[src/dsg_pkg.sv]
// Purpose: Constants and types for deep-sleep port gating and soft reset
// Assumes: 32-bit Avalon-MM register bus, byte addresses
// Notes: Register offsets are byte addresses
package dsg_pkg;

   localparam int ADDR_W = 12;
   localparam int DATA_W = 32;
   localparam int NUM_PORTS = 5;

   // Register byte offsets
   localparam logic [11:0] OFF_SOFT_RESET_0 = 12'h040;
   localparam logic [11:0] OFF_DEEP_GATE_2 = 12'h128;
   localparam logic [11:0] OFF_IRQ_STATUS = 12'h200;
   localparam logic [11:0] OFF_IRQ_CLEAR = 12'h204;
   localparam logic [11:0] OFF_IRQ_ENABLE = 12'h208;

   // Field positions
   localparam int WDOG_RST_BIT = 3;
   localparam int PORT_A_BIT = 0;
   localparam int PORT_E_BIT = 4;

   // Reset values
   localparam logic [4:0] DEEP_GATE_RST = 5'h00;
   localparam logic WDOG_RST_RST = 1'b0;
   localparam logic [4:0] IRQ_RST = 5'h00;
   localparam logic [31:0] RDATA_RST = 32'h0000_0000;

   // Avalon response codes
   localparam logic [1:0] RESP_OKAY = 2'h0;
   localparam logic [1:0] RESP_SLVERR = 2'h2;

   // Power mode and gating select, driven by the power controller
   typedef struct packed {
      logic auto_sleep_gating_bit;
      logic sleep;
      logic deep_sleep;
   } dsg_mode_t;

   typedef enum logic [0:0] {
      BUS_IDLE,
      BUS_RESP
   } dsg_bus_st_t;

endpackage : dsg_pkg

[src/dsg_gate_cell.sv]
// Purpose: Clock gate select and access fault for one port
// Assumes: Access requests come from logic on clk
// Notes: Enable is registered, so a change shows one cycle after its cause
`timescale 1ns/1ps
module dsg_gate_cell
   import dsg_pkg::*;
(
   // Clock and reset
   input wire logic clk,
   input wire logic reset,
   // Gate sources
   input wire logic run_en,
   input wire logic sleep_en,
   input wire logic deep_en,
   input wire dsg_mode_t mode,
   // Port access
   input wire logic access_req,
   output logic clk_en_r,
   output logic fault_r
);

   logic clk_en_nxt;

   always_comb begin
      clk_en_nxt = run_en;
      if (mode.auto_sleep_gating_bit) begin
         if (mode.deep_sleep) begin
            clk_en_nxt = deep_en;
         end else if (mode.sleep) begin
            clk_en_nxt = sleep_en;
         end
      end
   end

   always_ff @(posedge clk) begin
      if (reset) begin
         clk_en_r <= 1'b0;
      end else begin
         clk_en_r <= clk_en_nxt;
      end
   end

   always_ff @(posedge clk) begin
      if (reset) begin
         fault_r <= 1'b0;
      end else begin
         fault_r <= access_req && !clk_en_r;
      end
   end

   property p_fault_gated;
      @(posedge clk) disable iff (reset)
      access_req && !clk_en_r |=> fault_r;
   endproperty
   a_fault_gated: assert property (p_fault_gated) else $error("no fault on gated access");

   property p_no_fault_clocked;
      @(posedge clk) disable iff (reset)
      access_req && clk_en_r |=> !fault_r;
   endproperty
   a_no_fault_clocked: assert property (p_no_fault_clocked) else $error("fault on clocked port");

   property p_deep_source;
      @(posedge clk) disable iff (reset)
      mode.auto_sleep_gating_bit && mode.deep_sleep |=> clk_en_r == $past(deep_en);
   endproperty
   a_deep_source: assert property (p_deep_source) else $error("deep sleep gate not used");

   property p_run_without_auto;
      @(posedge clk) disable iff (reset)
      !mode.auto_sleep_gating_bit |=> clk_en_r == $past(run_en);
   endproperty
   a_run_without_auto: assert property (p_run_without_auto) else $error("run gate ignored");

endmodule : dsg_gate_cell

[src/dsg_clock_reset_ctl.sv]
// Purpose: Deep-sleep port clock gates and watchdog soft reset registers
// Assumes: Mode, run and sleep gates, capability and accesses come from clk logic
// Notes: Every register access takes one wait cycle; unmapped offsets give SLVERR
`timescale 1ns/1ps
// Function
// - A set gate bit clocks its port; a clear bit leaves it unclocked.
// - Any access to a gated-off port raises a bus fault.
// - All gate bits are zero after reset, so ports start unclocked.
// - Run, sleep or deep-sleep gates apply according to the power mode.
// - Sleep and deep-sleep gates apply only with automatic gating set.
// - Deep-sleep gate bits for ports E to A sit at bits 4 to 0.
// - Reserved bits read zero; software keeps them on read-modify-write.
// - Soft reset writes are masked by the capability bits.
// - Bit 3 of the soft reset register is the watchdog reset control.
module dsg_clock_reset_ctl
   import dsg_pkg::*;
#(
   parameter int NPORT = NUM_PORTS
)
(
   // Clock and reset
   input wire logic clk,
   input wire logic reset,
   // Avalon-MM slave
   input wire logic [ADDR_W-1:0] avs_address,
   input wire logic avs_read,
   input wire logic avs_write,
   input wire logic [DATA_W-1:0] avs_writedata,
   output logic [DATA_W-1:0] avs_readdata,
   output logic avs_waitrequest,
   output logic [1:0] avs_response,
   // Gating sources from the rest of the clock controller
   input wire logic [NPORT-1:0] run_port_gate_reg,
   input wire logic [NPORT-1:0] sleep_port_gate_reg,
   input wire dsg_mode_t mode,
   // Capability mask for the soft reset register
   input wire logic [DATA_W-1:0] capability_reg_one,
   // Port side
   input wire logic [NPORT-1:0] port_access_req,
   output logic [NPORT-1:0] port_clk_en,
   output logic [NPORT-1:0] port_bus_fault,
   // Watchdog and interrupt
   output logic watchdog_reset_ctl,
   output logic irq
);

   dsg_bus_st_t bus_st_r;
   logic [NPORT-1:0] deep_port_gate_reg_r;
   logic wdog_rst_r;
   logic [NPORT-1:0] irq_status_r;
   logic [NPORT-1:0] irq_enable_r;
   logic irq_r;
   logic waitreq_r;
   logic [DATA_W-1:0] rdata_r;
   logic [1:0] resp_r;
   logic [DATA_W-1:0] rdata_nxt;
   logic [1:0] resp_nxt;
   logic [NPORT-1:0] status_nxt;
   logic wdog_rst_nxt;
   logic req;
   logic req_take;
   logic wr_done;
   logic hit_deep;
   logic hit_srst;
   logic hit_stat;
   logic hit_clr;
   logic hit_en;
   logic [NPORT-1:0] clr_bits;

   assign req = avs_read || avs_write;
   assign req_take = (bus_st_r == BUS_IDLE) && req;
   assign wr_done = (bus_st_r == BUS_RESP) && avs_write;
   assign hit_deep = avs_address == OFF_DEEP_GATE_2;
   assign hit_srst = avs_address == OFF_SOFT_RESET_0;
   assign hit_stat = avs_address == OFF_IRQ_STATUS;
   assign hit_clr = avs_address == OFF_IRQ_CLEAR;
   assign hit_en = avs_address == OFF_IRQ_ENABLE;

   // Bus slave: request seen in idle, answered with waitrequest low next cycle.
   // The fixed single wait keeps read data registered without a combinational path.
   always_ff @(posedge clk) begin
      if (reset) begin
         bus_st_r <= BUS_IDLE;
         waitreq_r <= 1'b1;
      end else begin
         case (bus_st_r)
            BUS_IDLE: begin
               if (req) begin
                  bus_st_r <= BUS_RESP;
                  waitreq_r <= 1'b0;
               end
            end
            BUS_RESP: begin
               bus_st_r <= BUS_IDLE;
               waitreq_r <= 1'b1;
            end
            default: begin
               bus_st_r <= BUS_IDLE;
               waitreq_r <= 1'b1;
            end
         endcase
      end
   end

   always_comb begin
      rdata_nxt = RDATA_RST;
      resp_nxt = RESP_OKAY;
      if (hit_deep) begin
         rdata_nxt[NPORT-1:0] = deep_port_gate_reg_r;
      end else if (hit_srst) begin
         rdata_nxt[WDOG_RST_BIT] = wdog_rst_r;
      end else if (hit_stat) begin
         rdata_nxt[NPORT-1:0] = irq_status_r;
      end else if (hit_en) begin
         rdata_nxt[NPORT-1:0] = irq_enable_r;
      end else if (!hit_clr) begin
         resp_nxt = RESP_SLVERR;
      end
   end

   always_ff @(posedge clk) begin
      if (reset) begin
         rdata_r <= RDATA_RST;
         resp_r <= RESP_OKAY;
      end else if (req_take) begin
         rdata_r <= avs_read ? rdata_nxt : RDATA_RST;
         resp_r <= resp_nxt;
      end
   end

   always_ff @(posedge clk) begin
      if (reset) begin
         deep_port_gate_reg_r <= DEEP_GATE_RST;
      end else if (wr_done && hit_deep) begin
         deep_port_gate_reg_r <= avs_writedata[NPORT-1:0];
      end
   end

   always_comb begin
      wdog_rst_nxt = wdog_rst_r;
      if (capability_reg_one[WDOG_RST_BIT]) begin
         wdog_rst_nxt = avs_writedata[WDOG_RST_BIT];
      end
   end

   always_ff @(posedge clk) begin
      if (reset) begin
         wdog_rst_r <= WDOG_RST_RST;
      end else if (wr_done && hit_srst) begin
         wdog_rst_r <= wdog_rst_nxt;
      end
   end

   genvar gi;
   generate
      for (gi = 0; gi < NPORT; gi++) begin : g_port
         dsg_gate_cell u_cell (
            .clk(clk),
            .reset(reset),
            .run_en(run_port_gate_reg[gi]),
            .sleep_en(sleep_port_gate_reg[gi]),
            .deep_en(deep_port_gate_reg_r[gi]),
            .mode(mode),
            .access_req(port_access_req[gi]),
            .clk_en_r(port_clk_en[gi]),
            .fault_r(port_bus_fault[gi])
         );
      end
   endgenerate

   // A fault pulse in the clearing cycle survives: set wins over clear
   assign clr_bits = (wr_done && hit_clr) ? avs_writedata[NPORT-1:0] : IRQ_RST;
   assign status_nxt = (irq_status_r & ~clr_bits) | port_bus_fault;

   always_ff @(posedge clk) begin
      if (reset) begin
         irq_status_r <= IRQ_RST;
      end else begin
         irq_status_r <= status_nxt;
      end
   end

   always_ff @(posedge clk) begin
      if (reset) begin
         irq_enable_r <= IRQ_RST;
      end else if (wr_done && hit_en) begin
         irq_enable_r <= avs_writedata[NPORT-1:0];
      end
   end

   always_ff @(posedge clk) begin
      if (reset) begin
         irq_r <= 1'b0;
      end else begin
         irq_r <= |(irq_status_r & irq_enable_r);
      end
   end

   assign avs_readdata = rdata_r;
   assign avs_waitrequest = waitreq_r;
   assign avs_response = resp_r;
   assign watchdog_reset_ctl = wdog_rst_r;
   assign irq = irq_r;

   property p_gates_cleared;
      @(posedge clk)
      reset |=> deep_port_gate_reg_r == DEEP_GATE_RST && port_clk_en == '0;
   endproperty
   a_gates_cleared: assert property (p_gates_cleared) else $error("gates not cleared by reset");

   property p_one_wait;
      @(posedge clk) disable iff (reset)
      req_take |=> !avs_waitrequest ##1 avs_waitrequest;
   endproperty
   a_one_wait: assert property (p_one_wait) else $error("wait cycle count wrong");

   property p_deep_write;
      @(posedge clk) disable iff (reset)
      wr_done && hit_deep |=> deep_port_gate_reg_r == $past(avs_writedata[NPORT-1:0]);
   endproperty
   a_deep_write: assert property (p_deep_write) else $error("deep gate write lost");

   property p_deep_read;
      @(posedge clk) disable iff (reset)
      req_take && avs_read && hit_deep |=> avs_readdata[NPORT-1:0] == $past(deep_port_gate_reg_r);
   endproperty
   a_deep_read: assert property (p_deep_read) else $error("deep gate readback wrong");

   property p_reserved_zero;
      @(posedge clk) disable iff (reset)
      !avs_waitrequest |-> avs_readdata[DATA_W-1:NPORT] == '0;
   endproperty
   a_reserved_zero: assert property (p_reserved_zero) else $error("reserved bits nonzero");

   property p_wdog_masked;
      @(posedge clk) disable iff (reset)
      wr_done && hit_srst && !capability_reg_one[WDOG_RST_BIT] |=> $stable(watchdog_reset_ctl);
   endproperty
   a_wdog_masked: assert property (p_wdog_masked) else $error("masked write changed reset");

   property p_wdog_set;
      @(posedge clk) disable iff (reset)
      wr_done && hit_srst && capability_reg_one[WDOG_RST_BIT] |=>
         watchdog_reset_ctl == $past(avs_writedata[WDOG_RST_BIT]);
   endproperty
   a_wdog_set: assert property (p_wdog_set) else $error("watchdog reset bit not written");

   property p_wdog_read;
      @(posedge clk) disable iff (reset)
      req_take && avs_read && hit_srst |=> avs_readdata[WDOG_RST_BIT] == $past(wdog_rst_r);
   endproperty
   a_wdog_read: assert property (p_wdog_read) else $error("watchdog bit readback wrong");

   property p_fault_sticky;
      @(posedge clk) disable iff (reset)
      |port_bus_fault |=> (irq_status_r & $past(port_bus_fault)) == $past(port_bus_fault);
   endproperty
   a_fault_sticky: assert property (p_fault_sticky) else $error("fault event lost");

   property p_irq_level;
      @(posedge clk) disable iff (reset)
      ##1 irq == |($past(irq_status_r) & $past(irq_enable_r));
   endproperty
   a_irq_level: assert property (p_irq_level) else $error("interrupt level wrong");

   property p_srst_reserved;
      @(posedge clk) disable iff (reset)
      req_take && avs_read && hit_srst |=>
         avs_readdata[DATA_W-1:WDOG_RST_BIT+1] == '0 && avs_readdata[WDOG_RST_BIT-1:0] == '0;
   endproperty
   a_srst_reserved: assert property (p_srst_reserved) else $error("reserved bit set");

   property p_deep_hold;
      @(posedge clk) disable iff (reset)
      !(wr_done && hit_deep) |=> $stable(deep_port_gate_reg_r);
   endproperty
   a_deep_hold: assert property (p_deep_hold) else $error("deep gate drifted");

   property p_wdog_hold;
      @(posedge clk) disable iff (reset)
      !(wr_done && hit_srst) |=> $stable(watchdog_reset_ctl);
   endproperty
   a_wdog_hold: assert property (p_wdog_hold) else $error("watchdog bit drifted");

   property p_mapped_ok;
      @(posedge clk) disable iff (reset)
      req_take && (hit_srst || hit_deep) |=> avs_response == RESP_OKAY;
   endproperty
   a_mapped_ok: assert property (p_mapped_ok) else $error("mapped access refused");

   property p_unmapped_err;
      @(posedge clk) disable iff (reset)
      req_take && !hit_deep && !hit_srst && !hit_stat && !hit_clr && !hit_en |=>
         avs_response == RESP_SLVERR;
   endproperty
   a_unmapped_err: assert property (p_unmapped_err) else $error("unmapped access accepted");

   property p_status_clear;
      @(posedge clk) disable iff (reset)
      wr_done && hit_clr && !(|port_bus_fault) |=>
         (irq_status_r & $past(avs_writedata[NPORT-1:0])) == '0;
   endproperty
   a_status_clear: assert property (p_status_clear) else $error("status not cleared");

   property p_status_kept;
      @(posedge clk) disable iff (reset)
      !(wr_done && hit_clr) |=>
         (irq_status_r & $past(irq_status_r)) == $past(irq_status_r);
   endproperty
   a_status_kept: assert property (p_status_kept) else $error("status bit lost");

   property p_status_cause;
      @(posedge clk) disable iff (reset)
      1'b1 |=> (irq_status_r & ~$past(irq_status_r) & ~$past(port_bus_fault)) == '0;
   endproperty
   a_status_cause: assert property (p_status_cause) else $error("status set without fault");

   property p_run_select;
      @(posedge clk) disable iff (reset)
      !mode.auto_sleep_gating_bit |=> port_clk_en == $past(run_port_gate_reg);
   endproperty
   a_run_select: assert property (p_run_select) else $error("run gates not applied");

   property p_sleep_select;
      @(posedge clk) disable iff (reset)
      mode.auto_sleep_gating_bit && mode.sleep && !mode.deep_sleep |=>
         port_clk_en == $past(sleep_port_gate_reg);
   endproperty
   a_sleep_select: assert property (p_sleep_select) else $error("sleep gates not applied");

   property p_wait_idle;
      @(posedge clk) disable iff (reset)
      avs_waitrequest && !req |=> avs_waitrequest;
   endproperty
   a_wait_idle: assert property (p_wait_idle) else $error("answer without request");

endmodule : dsg_clock_reset_ctl

[config.mk]
export PLATFORM = sky130hd
export DESIGN_NAME = dsg_clock_reset_ctl
export DESIGN_NICKNAME = d
export VERILOG_FILES = /design/src/dsg_pkg.sv /design/src/dsg_gate_cell.sv /design/src/dsg_clock_reset_ctl.sv
export SDC_FILE = /design/constraint.sdc
export NUM_CORES = 1
export LEC_CHECK = 0
export BUFFER_PORTS_ARGS = -buffer_cell sky130_fd_sc_hd__buf_2
export CELL_PAD_IN_SITES_DETAIL_PLACEMENT = 1
export CELL_PAD_IN_SITES_GLOBAL_PLACEMENT = 2
export CORE_MARGIN = 5
export CORE_UTILIZATION = 21
export CTS_BUF_LIST = sky130_fd_sc_hd__clkbuf_8
export DETAILED_ROUTE_END_ITERATION = 12
export PLACE_DENSITY = 0.92
export SLEW_MARGIN = 20
export SYNTH_ARGS = -nofsm -noshare
export SYNTH_HDL_FRONTEND = slang
export SYNTH_SLANG_ARGS = --single-unit
[constraint.sdc]
create_clock -name clk -period 1.9 [get_ports clk]
set_clock_uncertainty 0.2 [all_clocks]
set_input_delay 0 -clock clk [delete_from_list [all_inputs] [get_ports clk]]
set_output_delay 0 -clock clk [all_outputs]
set_load 0.03 [all_outputs]
## Word-level counts from Yosys, hierarchy flattened

Index checks and enable logic that the tools add are counted.

| storage, ports and cells | value |
|---|---|
| register bits | 63 |
| bits of input ports | 98 |
| output and inout port bits | 47 |
| word-level logic and storage cells | 81 |

| cells by class | value |
|---|---|
| eq/ne operators | 6 |
| mux-type cells | 32 |
| bitwise logic cells | 5 |
| reduce and logical (&&, ||, !) cells | 19 |

Operators with widths:

| operator | count |
|---|---|
| equality test 12 x 10 -> 1 bit (second input constant) | 3 |
| two-way mux 5 bit | 5 |
| two-way mux 1 bit | 19 |
| equality test 12 x 7 -> 1 bit (second input constant) | 1 |
| equality test 12 x 9 -> 1 bit (second input constant) | 1 |
| logical AND 1 bit | 11 |
| AND 5 bit | 2 |
| two-way mux 2 bit | 5 |
| logical NOT 1 bit | 5 |
| NOT 5 bit | 1 |
| OR 5 bit | 1 |
| OR reduction 5 bit | 1 |
| case mux 1 bit (2 select lines) | 2 |
| two-way mux 3 bit | 1 |
| != test 2 bit (second input constant) | 1 |
| AND reduction 2 bit | 1 |
| logical OR 1 bit | 1 |
| NOT 1 bit | 1 |

## Depth between registers and ports, before layout

| logic depth | value |
|---|---|
| depth after elaboration | 6 |
| gate-level depth with buffers | 6 |

## Cells and area by module

From an unflattened synthesis, not the netlist that was laid out.

| second synthesis, totals | value |
|---|---|
| cell total of the unflattened synthesis | 194 |
| area, all modules | 1801.7 um^2 |

By module, submodules not included:

| module | instances | cells each | area each (um^2) | seq. area each (um^2) |
|---|---|---|---|---|
| dsg_clock_reset_ctl | 1 | 154 | 1332.5 | 500.5 |
| dsg_gate_cell | 5 | 8 | 93.8 | 40.0 |

## Worst setup path before layout

Ideal clock, no wire load.

| timing path | value |
|---|---|
| kind | register to register |
| from | reg bus_st_r |
| to | reg irq_enable_r[0] |
| data arrival time | 1.116 ns |
| required time | 1.628 ns |
| path slack | 0.513 ns |
| stages on the path, launching flop included | 6 |
| path buffers | 2 |
| period minus slack after synthesis | 1.387 ns |
| path through | dfxtp_1 > and4_1 > buf_2 > and3_1 > buf_6 > mux2i_1 |

| between the ends | value |
|---|---|
| word-level cells in the longest chain between the ends | 2 |

RTL lines:

| element | RTL line | text |
|---|---|---|
| from (decl) | dsg_clock_reset_ctl.sv:47 | `dsg_bus_st_t bus_st_r;` |
| from (signal assigned) | dsg_clock_reset_ctl.sv:83 | `bus_st_r <= BUS_IDLE;` |
| from (signal assigned) | dsg_clock_reset_ctl.sv:89 | `bus_st_r <= BUS_RESP;` |
| from (signal assigned) | dsg_clock_reset_ctl.sv:94 | `bus_st_r <= BUS_IDLE;` |
| logical AND 1 bit | dsg_clock_reset_ctl.sv:72 | `assign wr_done = (bus_st_r == BUS_RESP) && avs_write;` |
| logical AND 1 bit | dsg_clock_reset_ctl.sv:186 | `end else if (wr_done && hit_en) begin` |
| to (signal assigned) | dsg_clock_reset_ctl.sv:187 | `irq_enable_r <= avs_writedata[NPORT-1:0];` |
| to (decl) | dsg_clock_reset_ctl.sv:51 | `logic [NPORT-1:0] irq_enable_r;` |

Every way passes these cells.
A chain may end at the register's enable or synchronous reset.

## Worst setup path after layout

| timing path | value |
|---|---|
| from | reg bus_st_r |
| to | reg wdog_rst_r (netlist: watchdog_reset_ctl) |

| between the ends | value |
|---|---|
| word-level cells in the longest chain between the ends | 3 |

RTL lines:

| element | RTL line | text |
|---|---|---|
| logical AND 1 bit | dsg_clock_reset_ctl.sv:72 |  |
| logical AND 1 bit | dsg_clock_reset_ctl.sv:149 | `end else if (wr_done && hit_srst) begin` |
| AND reduction 2 bit (no line) | -- |  |
| to (signal assigned) | dsg_clock_reset_ctl.sv:150 | `wdog_rst_r <= wdog_rst_nxt;` |
| to (decl) | dsg_clock_reset_ctl.sv:49 | `logic wdog_rst_r;` |

Every way passes these cells.

==> results.py <==
metrics = {
    "clock_tree": {
        "path_clk_slew_ps": 70,
        "cts-root-buf": "clkbuf_8",
        "cts_buffer_depth": 2,
        "cts_made_buffers": 5,
        "cts_tree": "yes",
        "htree_levels": 2,
        "clkSinkCount": 35,
        "clk_latency_ps": 280,
    },
    "setup_path": {
        "crit_start": "bus_st_r",
        "path_depth": 5,
        "rr_startpoint": "bus_st_r",
        "worstPathRequired_ps": 1870,
        "end_kind": "flop",
        "crit_chain": "and4_1, buf_4, nand3_1, mux2i_1, dlygate4sd3_1",
        "arrival_ps": 1800,
        "start_kind": "flop",
        "critical_path_class": "reg -> reg",
        "critPathBufInv": 2,
        "critical-path-top-delay-family": "buffers and inverters",
        "r2r_slack_ps": 70,
        "critPathCapture": "watchdog_reset_ctl",
        "r2r_end": "watchdog_reset_ctl",
        "max_stage_delay_ps": 550,
        "critPathSlowestCell": "dlygate4sd3_1",
        "path_max_fanout": 6,
        "r2r_cells": 5,
    },
    "run_status": {
        "outcome": "finished clean",
    },
    "sta": {
        "clock.fmax_mhz": 546.7,
        "fin_crit_ps": 1829,
        "setup_viol": 0,
        "hold_viol": 0,
        "rsz0062_at_grt": "no",
        "finalCritPeriodShare_pct": 96.28,
        "drv_slew": 0,
        "tns_ps": 0,
    },
    "placement": {
        "hpwl_microns": 4270,
        "place.gp.congestion": 0.7906,
        "placed_area_sq_um": 2095,
        "portBuffers": 58,
    },
    "global_routing": {
        "antenna_found_initial": 0,
        "grt_pass1_wl_microns": 9163,
        "grt_overflow": 0,
        "grt_start_max_net_pins": 34,
        "grt_pass1_vias": 1843,
        "grt_usage_pct": 10.37,
    },
    "pwr": {
        "p_per_area_nw_per_um2": 644.0,
        "peakVddDrop_mv": 0.2366,
        "leakagePower_nw": 1.088,
    },
    "route": {
        "wl_microns": 5765,
        "firstDrtPassIters": 4,
        "drt_iter0_markers": 76,
        "wl_per_cell_microns": 14.82,
        "route.detailed.drc": 0,
        "vias": 1651,
        "avgViaCountPerCell": 4.244,
        "drt.antenna.violating_nets": 0,
    },
    "run": {
        "cap_viol_max_count": 0,
    },
    "synthesis": {
        "yosysTopAreaCellShare_pct": 37.26,
        "yosysMostFrequentCell": "buf_4",
        "syn_area_sq_um": 1881,
        "synth_edf_count": 0,
        "synth_cells": 203,
        "synth_area_leaders": "dfxtp_1 (37%), buf_4 (15%), mux2i_1 (6.4%), nand2b_1 (4.0%), nor2_1 (3.2%)",
        "async_reset_ff_share_pct": 0,
        "post-synth-top-area-cell": "dfxtp_1",
        "yosys_register_bits": 35,
        "synthTopCellsByCount": "buf_4 (38), dfxtp_1 (35), nor2_1 (16)",
        "synth_cell_type_count": 39,
        "synth-seq-area-share_pct": 37.26,
        "ys_warn_count": 0,
        "ys.flop_type": "dfxtp_1",
        "avgSynthCellArea_sq_um": 9.264,
    },
    "floorplan": {
        "die_h_microns": 104.6,
        "die_area_sq_um": 10950,
        "start_util_pct": 21.56,
        "core-area_sq_um": 8721,
        "top_level_ports": 145,
        "std_cell_rows": 34,
        "die_w_microns": 104.6,
    },
    "layout": {
        "fin_area_sq_um": 2487,
        "finalNetCount": 380,
        "n_antenna_cell": 0,
        "area_growth_pct": 32.27,
        "layout-drive-gt1-share_pct": 28.47,
    },
    "hold_path": {
        "min_path_type": "in -> reg",
    },
}
## placed cells by master, fill, tap and decap left out, types with 2 or more instances in the layout
master and count:
buf_2 58, nor3_2 3, dfxtp_1 34, mux2i_1 12, and3_1 2, dlygate4sd3_1 31
o21ai_0 5, clkbuf_8 5, nor3b_1 5, nand2_1 6, buf_4 3, nor2_1 16
a22oi_1 2, a211oi_1 6, a21oi_1 6, a311oi_1 5, a221o_1 4, and2_1 4
nand2b_1 12, conb_1 28, inv_1 6, mux2_2 4, nand3_1 7
## area by class of cell
class / instances / area, sq um
multi-input combinational: 143 / 935.9
fill: 1006 / 6233
tap: 108 / 135.1
clock inverter: 1 / 3.754
clock buffer: 5 / 68.82
sequential: 35 / 701.9
inverter: 5 / 18.77
timing repair buffer: 92 / 623.1
## worst min-delay path: stages
cell and delay, ps:
buf_2 120, nor2_1 200, nor3_1 130
## how the worst min path moves through the flow
stage | cells past startpoint | end | from | slack (ps)
2_1_floorplan | 1 | g_port[0].u_cell.clk_en_r | mode[2] | -100
3_3_place_gp | 2 | g_port[0].u_cell.clk_en_r | mode[2] | -3
3_5_place_dp | 2 | g_port[0].u_cell.clk_en_r | mode[2] | 5
4_1_cts | 3 | bus_st_r | avs_write | 10
5_1_grt | 3 | bus_st_r | avs_write | 20
6_report | 3 | bus_st_r | avs_write | 20
## timing repair
action                                 in CTS  in global routing
buffers inserted                            0                  1
resized for setup                           0                  2
endpoints found under the hold margin      29                  0
hold buffers                               31                  0
setup endpoints to repair                   0                  6
## power breakdown
group          internal [W]  switching, W
clock              0.000239      0.000245
sequential         0.000763     0.0000214
combinational      0.000125      0.000209
total               0.00113      0.000475
## stage by stage
step                      hold WS [ps]  std cells  setup WS [ps]  utilization [%]  power (W)
after floorplan                 -104.4        230          512.6                -   0.001046
after global placement          -3.066        351          216.5            24.02   0.001072
after detailed placement         4.883        351          140.2            24.02   0.001080
after CTS                        9.798        388          19.05            28.41   0.001619
after global routing             24.06        389          4.631            28.52   0.001680
final                            21.48        389          70.76            28.52   0.001602
## registers in the layout, summed over array words and instances (netlist names)
register                cells
avs_response                1
avs_waitrequest             1
g_port.u_cell.fault_r       5
irq                         1
bus_st_r                    1
watchdog_reset_ctl          1
deep_port_gate_reg_r        5
g_port.u_cell.clk_en_r      5
irq_status_r                5
avs_readdata                5
irq_enable_r                5
## kinds of logic after synthesis
logic type	synth area share, %
buffers and inverters	18.43
AND/OR/NAND/NOR	22.02
flip-flops	37.26
AO/OA/AOI/OAI	13.31
other	0.1994
multiplexers	8.783
## routing by layer
layer / routed length, microns / vias to the layer above / global-route usage [%]
li1: - / 807 / -
met1: 2160 / 795 / 10.93
met2: 3225 / 44 / 19.86
met3: 308 / 5 / 2.713
met4: 71 / 0 / 3.288
met5: 0 / - / 0
Power figures use the tool's default switching activity.
